File: config.mk
export PLATFORM = sky130hd
export DESIGN_NAME = dpsb_top
export DESIGN_NICKNAME = d
export VERILOG_FILES = /design/src/hw/dpsb_pkg.sv /design/src/hw/dpsb_attr.sv /design/src/hw/dpsb_top.sv
export SDC_FILE = /design/constraint.sdc
export NUM_CORES = 2
export LEC_CHECK = 0
export BUFFER_PORTS_ARGS = -buffer_cell sky130_fd_sc_hd__buf_2
export CAP_MARGIN = 20
export CORE_MARGIN = 2
export CORE_UTILIZATION = 31
export CTS_CLUSTER_SIZE = 20
export DETAILED_ROUTE_END_ITERATION = 7
export MAX_ROUTING_LAYER = met4
export PLACE_DENSITY = 0.43
export SYNTH_ARGS = -nofsm -noshare
export SYNTH_HDL_FRONTEND = slang
export SYNTH_SLANG_ARGS = --single-unit
File: constraint.sdc
create_clock -name clk_i -period 6.2 [get_ports clk_i]
set_input_delay 0.93 -clock clk_i [delete_from_list [all_inputs] [get_ports clk_i]]
set_output_delay 0.93 -clock clk_i [all_outputs]
set_load 0.05 [all_outputs]
File: src/hw/dpsb_pkg.sv
// dpsb_pkg: constants shared by the data pre-fetch stream buffer files
// assumes one core clock and active-low asynchronous reset
// Functional notes
// - pre-fetch lines are 128 bytes, each seen as two 64-byte halves
// - level-2 request consumes a whole line, level-1 request one half
// - level-1 hit on a stream may re-fetch the other half of that line
// - half-line re-fetch only in level-1 mode, never from level-2 accesses while level-2 is active
// - eight entries 0..7, each tracks an address and the next 64 bytes
// - with all entries in use a new stream takes the oldest entry
// - new stream after read X pre-fetches X+64, then X+128 next cycle
// - reallocation marks old outstanding pre-fetches stale, returns dropped
// - one valid outstanding pre-fetch per slot, even on same-edge moves
// - stalled pre-fetch stays held and is forwarded to memory later
// - cleared region enable stops pre-fetch, level-1 caching unaffected
// - enable bits of attribute registers 12..15 reset to one
// - attribute registers accept writes only in supervisor mode
// - level-2 off, zero size or frozen gives level-1 half behaviour
// - only cacheable data bypassing level-2 uses halves, no program fetch
package dpsb_pkg;
    localparam int ADDR_W = 32;
    localparam int LINE_BYTES = 128;
    localparam int HALF_BYTES = 64;
    localparam int HALF_SHIFT = $clog2(HALF_BYTES);
    localparam int NUM_ENTRIES = 8;
    localparam int GEN_WIDTH = 4;
    localparam int NUM_MAR = 16;
    localparam int MAR_IDX_W = $clog2(NUM_MAR);
    localparam int MAR_SHIFT = 24;
    localparam logic [NUM_MAR-1:0] MAR_PFX_RST = 16'hF000;
endpackage : dpsb_pkg

File: src/hw/dpsb_attr.sv
// dpsb_attr: pre-fetch enable bits of the memory attribute registers
// assumes write strobes come from core logic on the same clock
`timescale 1ns/1ps
`default_nettype none
module dpsb_attr
    import dpsb_pkg::*;
(
    input wire logic clk_i,
    input wire logic resetn_i,
    input wire logic ce_i,
    input wire logic wr_en_i,
    input wire logic [MAR_IDX_W-1:0] wr_idx_i,
    input wire logic wr_pfx_i,
    input wire logic supervisor_i,
    output logic [NUM_MAR-1:0] pfx_o
);
    logic [NUM_MAR-1:0] pfx_r;

    always_ff @(posedge clk_i or negedge resetn_i)
    begin
        if (!resetn_i)
        begin
            pfx_r <= MAR_PFX_RST;
        end
        else if (ce_i && wr_en_i && supervisor_i)
        begin
            pfx_r[wr_idx_i] <= wr_pfx_i;
        end
    end

    assign pfx_o = pfx_r;
endmodule : dpsb_attr
`default_nettype wire

File: src/hw/dpsb_top.sv
// dpsb_top: data pre-fetch stream buffer tracking, issue and stale sorting
// assumes requesters and shared memory controller share clk_i
`timescale 1ns/1ps
`default_nettype none
module dpsb_top
    import dpsb_pkg::*;
#(
    parameter int ENTRIES = NUM_ENTRIES,
    parameter int GEN_W = GEN_WIDTH
)
(
    input wire logic clk_i,
    input wire logic resetn_i,
    input wire logic ce_i,
    input wire logic rd_valid_i,
    input wire logic [ADDR_W-1:0] rd_addr_i,
    input wire logic rd_src_l2_i,
    input wire logic rd_prog_i,
    input wire logic l2_active_i,
    output logic rd_ready_o,
    output logic rsp_valid_o,
    output logic rsp_hit_o,
    output logic mem_req_valid_o,
    output logic [ADDR_W-1:0] mem_req_addr_o,
    output logic [$clog2(2*ENTRIES)+GEN_W-1:0] mem_req_tag_o,
    input wire logic mem_ready_i,
    input wire logic ret_valid_i,
    input wire logic [$clog2(2*ENTRIES)+GEN_W-1:0] ret_tag_i,
    input wire logic ret_cancel_i,
    input wire logic mar_wr_en_i,
    input wire logic [MAR_IDX_W-1:0] mar_wr_idx_i,
    input wire logic mar_wr_pfx_i,
    input wire logic supervisor_i
);
    localparam int EW = $clog2(ENTRIES);
    localparam int SLOTS = 2 * ENTRIES;
    localparam int SW = EW + 1;
    localparam int TW = SW + GEN_W;
    localparam int BLK_W = ADDR_W - HALF_SHIFT;

    logic [NUM_MAR-1:0] prefetch_enable_bit;
    logic [BLK_W-1:0] start_r [ENTRIES];
    logic [ENTRIES-1:0] ent_v_r;
    logic [SLOTS-1:0] pres_r;
    logic [SLOTS-1:0] pend_r;
    logic [GEN_W-1:0] gen_r [SLOTS];
    logic [EW-1:0] alloc_ptr_r;
    logic out_v_r;
    logic [ADDR_W-1:0] out_addr_r;
    logic [TW-1:0] out_tag_r;
    logic sec_v_r;
    logic [ADDR_W-1:0] sec_addr_r;
    logic [TW-1:0] sec_tag_r;
    logic rd_ready_r;
    logic rsp_v_r;
    logic rsp_hit_r;

    logic acc;
    logic [BLK_W-1:0] blk;
    logic in_map;
    logic pf_ok;
    logic l1_mode;
    logic hit;
    logic [EW-1:0] hit_e;
    logic hit_h;
    logic [SW-1:0] hs;
    logic [SW-1:0] os;
    logic demand_hit;
    logic do_refetch;
    logic do_adv;
    logic do_alloc;
    logic [EW-1:0] tgt_e;
    logic [BLK_W-1:0] f_blk;
    logic [SW-1:0] f_slot;
    logic [GEN_W-1:0] f_gen;
    logic [GEN_W-1:0] s_gen;
    logic [SW-1:0] ret_slot;
    logic [GEN_W-1:0] ret_gen;
    logic ret_match;
    logic out_load;
    logic out_v_nxt;
    logic sec_v_nxt;

    dpsb_attr u_attr (
        .clk_i(clk_i),
        .resetn_i(resetn_i),
        .ce_i(ce_i),
        .wr_en_i(mar_wr_en_i),
        .wr_idx_i(mar_wr_idx_i),
        .wr_pfx_i(mar_wr_pfx_i),
        .supervisor_i(supervisor_i),
        .pfx_o(prefetch_enable_bit)
    );

    // request classification and stream lookup
    always_comb
    begin
        acc = ce_i && rd_valid_i && rd_ready_r;
        blk = rd_addr_i[ADDR_W-1:HALF_SHIFT];
        in_map = rd_addr_i[ADDR_W-1:MAR_SHIFT+MAR_IDX_W] == '0;
        pf_ok = !rd_prog_i && in_map
            && prefetch_enable_bit[rd_addr_i[MAR_SHIFT +: MAR_IDX_W]];
        l1_mode = !rd_src_l2_i || !l2_active_i;
        hit = 1'b0;
        hit_e = '0;
        hit_h = 1'b0;
        for (int e = ENTRIES - 1; e >= 0; e--)
        begin
            if (ent_v_r[e] && blk == start_r[e])
            begin
                hit = 1'b1;
                hit_e = EW'(e);
                hit_h = 1'b0;
            end
            else if (ent_v_r[e] && blk == BLK_W'(start_r[e] + 1'b1))
            begin
                hit = 1'b1;
                hit_e = EW'(e);
                hit_h = 1'b1;
            end
        end
        hs = {hit_e, hit_h};
        os = {hit_e, ~hit_h};
        if (l1_mode)
        begin
            demand_hit = pres_r[hs];
        end
        else
        begin
            demand_hit = pres_r[{hit_e, 1'b0}] && pres_r[{hit_e, 1'b1}];
        end
        do_refetch = acc && pf_ok && hit && l1_mode
            && !pres_r[os] && !pend_r[os];
        do_adv = acc && pf_ok && hit && !l1_mode && demand_hit;
        do_alloc = acc && pf_ok && !hit;
        tgt_e = do_alloc ? alloc_ptr_r : hit_e;
        if (do_refetch)
        begin
            f_blk = hit_h ? BLK_W'(blk - 1'b1) : BLK_W'(blk + 1'b1);
            f_slot = os;
        end
        else if (do_adv)
        begin
            f_blk = BLK_W'(start_r[hit_e] + 2'd2);
            f_slot = {hit_e, 1'b0};
        end
        else
        begin
            f_blk = BLK_W'(blk + 1'b1);
            f_slot = {tgt_e, 1'b0};
        end
        f_gen = do_alloc ? GEN_W'(gen_r[f_slot] + 1'b1) : gen_r[f_slot];
        s_gen = do_alloc ? GEN_W'(gen_r[{tgt_e, 1'b1}] + 1'b1)
            : gen_r[{tgt_e, 1'b1}];
        ret_slot = ret_tag_i[TW-1:GEN_W];
        ret_gen = ret_tag_i[GEN_W-1:0];
        ret_match = ret_valid_i && pend_r[ret_slot]
            && gen_r[ret_slot] == ret_gen;
        out_load = !out_v_r || mem_ready_i;
        if (out_load)
        begin
            out_v_nxt = sec_v_r || do_refetch || do_adv || do_alloc;
            sec_v_nxt = !sec_v_r && (do_adv || do_alloc);
        end
        else
        begin
            out_v_nxt = out_v_r;
            sec_v_nxt = sec_v_r;
        end
    end

    // entry tags, validity and allocation pointer
    always_ff @(posedge clk_i or negedge resetn_i)
    begin
        if (!resetn_i)
        begin
            ent_v_r <= '0;
            alloc_ptr_r <= '0;
            for (int e = 0; e < ENTRIES; e++)
            begin
                start_r[e] <= '0;
            end
        end
        else if (ce_i)
        begin
            if (do_alloc)
            begin
                ent_v_r[alloc_ptr_r] <= 1'b1;
                start_r[alloc_ptr_r] <= BLK_W'(blk + 1'b1);
                alloc_ptr_r <= EW'(alloc_ptr_r + 1'b1);
            end
            else if (do_adv)
            begin
                start_r[hit_e] <= BLK_W'(start_r[hit_e] + 2'd2);
            end
        end
    end

    // per-slot data presence, outstanding flag and generation
    always_ff @(posedge clk_i or negedge resetn_i)
    begin
        if (!resetn_i)
        begin
            pres_r <= '0;
            pend_r <= '0;
            for (int s = 0; s < SLOTS; s++)
            begin
                gen_r[s] <= '0;
            end
        end
        else if (ce_i)
        begin
            if (ret_match)
            begin
                pend_r[ret_slot] <= 1'b0;
                pres_r[ret_slot] <= !ret_cancel_i;
            end
            if (acc && pf_ok && hit && demand_hit && l1_mode)
            begin
                pres_r[hs] <= 1'b0;
            end
            if (do_refetch)
            begin
                pend_r[os] <= 1'b1;
            end
            if (do_adv || do_alloc)
            begin
                pres_r[{tgt_e, 1'b0}] <= 1'b0;
                pres_r[{tgt_e, 1'b1}] <= 1'b0;
                pend_r[{tgt_e, 1'b0}] <= 1'b1;
                pend_r[{tgt_e, 1'b1}] <= 1'b1;
                gen_r[{tgt_e, 1'b0}] <= f_gen;
                gen_r[{tgt_e, 1'b1}] <= s_gen;
            end
        end
    end

    // two-deep issue stage towards the shared memory controller
    always_ff @(posedge clk_i or negedge resetn_i)
    begin
        if (!resetn_i)
        begin
            out_v_r <= 1'b0;
            out_addr_r <= '0;
            out_tag_r <= '0;
            sec_v_r <= 1'b0;
            sec_addr_r <= '0;
            sec_tag_r <= '0;
        end
        else if (ce_i)
        begin
            out_v_r <= out_v_nxt;
            sec_v_r <= sec_v_nxt;
            if (out_load && sec_v_r)
            begin
                out_addr_r <= sec_addr_r;
                out_tag_r <= sec_tag_r;
            end
            else if (out_load && (do_refetch || do_adv || do_alloc))
            begin
                out_addr_r <= {f_blk, {HALF_SHIFT{1'b0}}};
                out_tag_r <= {f_slot, f_gen};
                sec_addr_r <= {BLK_W'(f_blk + 1'b1), {HALF_SHIFT{1'b0}}};
                sec_tag_r <= {tgt_e, 1'b1, s_gen};
            end
        end
    end

    // read handshake and demand response
    always_ff @(posedge clk_i or negedge resetn_i)
    begin
        if (!resetn_i)
        begin
            rd_ready_r <= 1'b0;
            rsp_v_r <= 1'b0;
            rsp_hit_r <= 1'b0;
        end
        else if (ce_i)
        begin
            rd_ready_r <= !out_v_nxt && !sec_v_nxt && !acc;
            rsp_v_r <= acc;
            rsp_hit_r <= acc && pf_ok && hit && demand_hit;
        end
    end

    assign rd_ready_o = rd_ready_r;
    assign rsp_valid_o = rsp_v_r;
    assign rsp_hit_o = rsp_hit_r;
    assign mem_req_valid_o = out_v_r;
    assign mem_req_addr_o = out_addr_r;
    assign mem_req_tag_o = out_tag_r;
endmodule : dpsb_top
`default_nettype wire

==> summary.md <==
| Metric | Value |
|---|---|
| Final period utilization | `105%` |
| Initial Utilization | `31.2%` |
| Share of the synthesized area in the top cell type | `28.1%` |
| Synthesized area | `35600 um2` |
| Number of I/O port buffers | `88` |
| CTS Hold Bufs | `0` |
| Row count | `124` |
| Worst Path Required | `6750 ps` |
| Max Root-Sink Buffers | `3` |
| Status | `complete, but fails checks` |
| Inst Count DP | `7406` |
| Area Growth Syn to Fin | `48.9%` |
| First-pass GRT wire length | `326 mm` |
| Fillcell total | `11600` |
| Fmax | `0.154 GHz` |
| CTS root buf | `clkbuf_16` |
| Vias per Instance | `5.82` |
| Worst slew pin tran | `1020 ps` |
| Critical path endpoint category | `flip-flop` |
| Max Cap Viol | `0` |
| GPL Wtd Cong | `1.16` |
| Netlist cell types | `124` |
| Crit Path Class | `reg2reg` |
| Worst Setup Slack, final | `-289 ps` |
| Startpoint types | `flip-flop` |
| Total congestion overflow | `0` |
| Die footprint | `118000 um2` |
| EDFF count, synth | `0` |
| Slew Limit Fails | `0` |
| Setup WS pre-CTS | `-1500 ps` |
| Total CTS buffers | `53` |
| Max rail drop VDD | `0.207 mV` |
| Wirelength per Cell | `31.4 um` |
| Post-DRT Antenna Nets | `0` |
| Clock Skews | `72.0 ps` |
| Worst EP arrival | `7040 ps` |
| CTS tree | `done` |
| DRC viols | `0` |
| HP Class | `in2async` |
| Ranking of synthesized cells by area | `dfrtp_1 (28%), nand2_1 (6.5%), o21ai_0 (6.2%)` |
| Hold Vio Cnt, Final | `0` |
| Initial antenna violation count | `16` |
| Synth area leader | `dfrtp_1` |
| Share of post-route cells with drive strength above 1 | `35.7%` |
| I/O pin cnt | `101` |
| Synth top cells by count | `nand2_1 (612), nor2_1 (460), o21ai_0 (442), dfrtp_1 (400), a21oi_1 (326)` |
| Ys flop type | `dfrtp_1` |
| LEAKAGE | `23.2 nW` |
| Drt first pass iters | `8` |
| Syn avg cell area | `7.61 um2` |
| Setup violators final | `41` |
| CORE AREA | `114000 um2` |
| Pwr/cell area | `134 nW/um2` |
| Failing checks | `negative setup slack` |
| Syn Inst Count | `4674` |
| DIE HEIGHT | `343 um` |
| Largest net degree at the start of global routing | `139` |
| Clock Latency Late Sink | `690 ps` |
| Gr usage total | `40.7%` |
| Most common cell in the netlist | `nand2_1` |
| Nets | `6080` |
| Fin cells | `7569` |
| Vias post-DR | `44000` |
| Total Wirelength | `238 mm` |
| Clk sinks | `404` |
| Worst-path clk slew | `70 ps` |
| Initial drt markers | `5297` |
| Min Tclk post-route | `6490 ps` |
| Unrepaired setup endpoints after global routing | `yes` |
| Die width | `343 um` |
| Async S/R FF share, synth | `100%` |
| Vias in the first global route | `41500` |
| Synthesis Warnings | `0` |
| CP max FO | `5` |
| Synth Register Bits | `404` |
| Seq/Total Area, Yosys | `28.4%` |
| Detailed Place HPWL | `192 mm` |
| H-tree Lvls | `2` |
| Slew HR | `31.8%` |
-- flip-flops by register name (all words and copies together), names as in the netlist --
| name | cells |
|---|---|
| rd_ready_o | 1 |
| rsp_valid_o | 1 |
| pres_r | 16 |
| sec_v_r | 1 |
| mem_req_valid_o | 1 |
| ent_v_r | 8 |
| gen_r | 64 |
| pend_r | 16 |
| mem_req_addr_o | 26 |
| start_r | 208 |
| alloc_ptr_r | 3 |
| rsp_hit_o | 1 |
| mem_req_tag_o | 8 |
| u_attr.pfx_o | 16 |
| sec_tag_r | 8 |
| sec_addr_r | 26 |
-- metrics by stage --
step                cell area [um2]  hold slack, ps  setup TNS, ps  power, mW  utilization, %
floorplan                     35900             435           -360       3.27               -
global placement              49000             449        -213090       3.93            43.0
detailed placement            49000             453        -213670       3.93            43.0
CTS                           51900             118          -89.8       7.12            45.5
global route                  53000             128         -17850       7.31            46.5
finish                        53000             137          -3650       7.12            46.5
-- kinds of logic (layout without fill, tap and decap cells) --
logic type / count (synthesis) / in the layout / synth area share [%]
multiplexers: 129 / 129 / 4.82
adder cells (fa/ha/maj): 15 / 15 / 0.527
flip-flops: 404 / 404 / 28.4
buffers and inverters: 453 / 1822 / 5.33
AND/OR/NAND/NOR: 2020 / 2020 / 29.0
AO/OA/AOI/OAI: 1256 / 1256 / 21.8
XOR/XNOR: 396 / 396 / 10.1
other: 1 / 15 / 0.0105
-- what timing repair did --
item,CTS,global route
cloned,0,2
resized for setup,204,209
endpoints found under the setup margin,163,100
pin swaps,72,63
setup buffers,36,28
-- final timing paths --
kind	start	end	slack, ps	depth (start not counted)
max	start_r[28]$_DFFE_PN0P_	sec_addr_r[31]$_DFFE_PN0P_	-290	24
max in group asynchronous	resetn_i	start_r[27]$_DFFE_PN0P_	4760	2
max reg2reg	start_r[28]$_DFFE_PN0P_	sec_addr_r[31]$_DFFE_PN0P_	-290	24
min in group clk_i	sec_tag_r[4]$_DFFE_PN0P_	sec_tag_r[4]$_DFFE_PN0P_	470	1
min reg2reg	sec_tag_r[4]$_DFFE_PN0P_	sec_tag_r[4]$_DFFE_PN0P_	470	1
min	resetn_i	sec_addr_r[23]$_DFFE_PN0P_	140	1
-- layout by cell type, fill, tap and decap left out, types with 30 or more instances in the layout --
cell type  instances
buf_12            91
o21ai_1           38
o21ai_2           38
nor2_1           449
mux2_2            36
xnor2_1          158
mux4_2            30
and4_1            44
clkbuf_16         55
dfrtp_1          389
and3_1            55
nor4_1            79
xor2_1           195
o22ai_1           43
buf_2             82
inv_1             83
o21ai_0          376
buf_4           1421
nand4_1          144
a21oi_1          306
nor2b_1           35
a31oi_1           34
nor3_1           105
mux2i_1           55
o211ai_1          34
buf_6             37
nand3_1          138
nand2b_1          43
and2_1            37
nand2_1          602
a211oi_1          47
-- power by group --
group	switching, mW	internal, mW	total, mW	leakage (nW)
Clock	1.37	1.79	3.16	0.842
Sequential	0.0477	2.69	2.73	5.56
Combinational	0.759	0.469	1.23	16.8
Total	2.17	4.94	7.12	23.2
-- worst max-delay path: stages, from the launching register on --
cell       delay (ps)
dfrtp_1           460
buf_12            170
o21ba_4           200
a221oi_2          260
o22ai_1           150
or4b_4            570
or4_4             440
nor4_4            320
o311ai_4          230
a311oi_2          430
nor2_2             80
buf_6             140
or3_4             380
a21boi_4          220
ha_4              190
nand4bb_4         160
buf_6             170
nor3_4            150
xor2_2            260
o221a_2           270
nand4_4            90
nor3b_4           290
nand3b_4          100
or4b_1            460
a22o_1            180
-- metal layers --
layer / track usage (%) / up-vias / wire (um) / part of all wire (%)
met4: 22.1 / 0 / 16500 / 6.9
met1: 53.3 / 21800 / 102000 / 43
met2: 59.8 / 2053 / 102000 / 43
met5: - / - / 0 / 0
met3: 6.60 / 494 / 17900 / 7.5
li1: - / 19700 / - / -
-- area by class of cell --
type / instances / area (um2) / area share [%]
inverter: 88 / 333 / 0.628
tap: 1512 / 1890 / 3.57
timing repair buffer: 1639 / 13500 / 25.4
clock inverter: 16 / 209 / 0.394
sequential: 404 / 10100 / 19.1
clock buffer: 79 / 1520 / 2.88
antenna: 9 / 22.5 / 0.0425
multi-input combinational: 3822 / 25400 / 48.0
No activity file was read; power rests on OpenSTA's default activity.
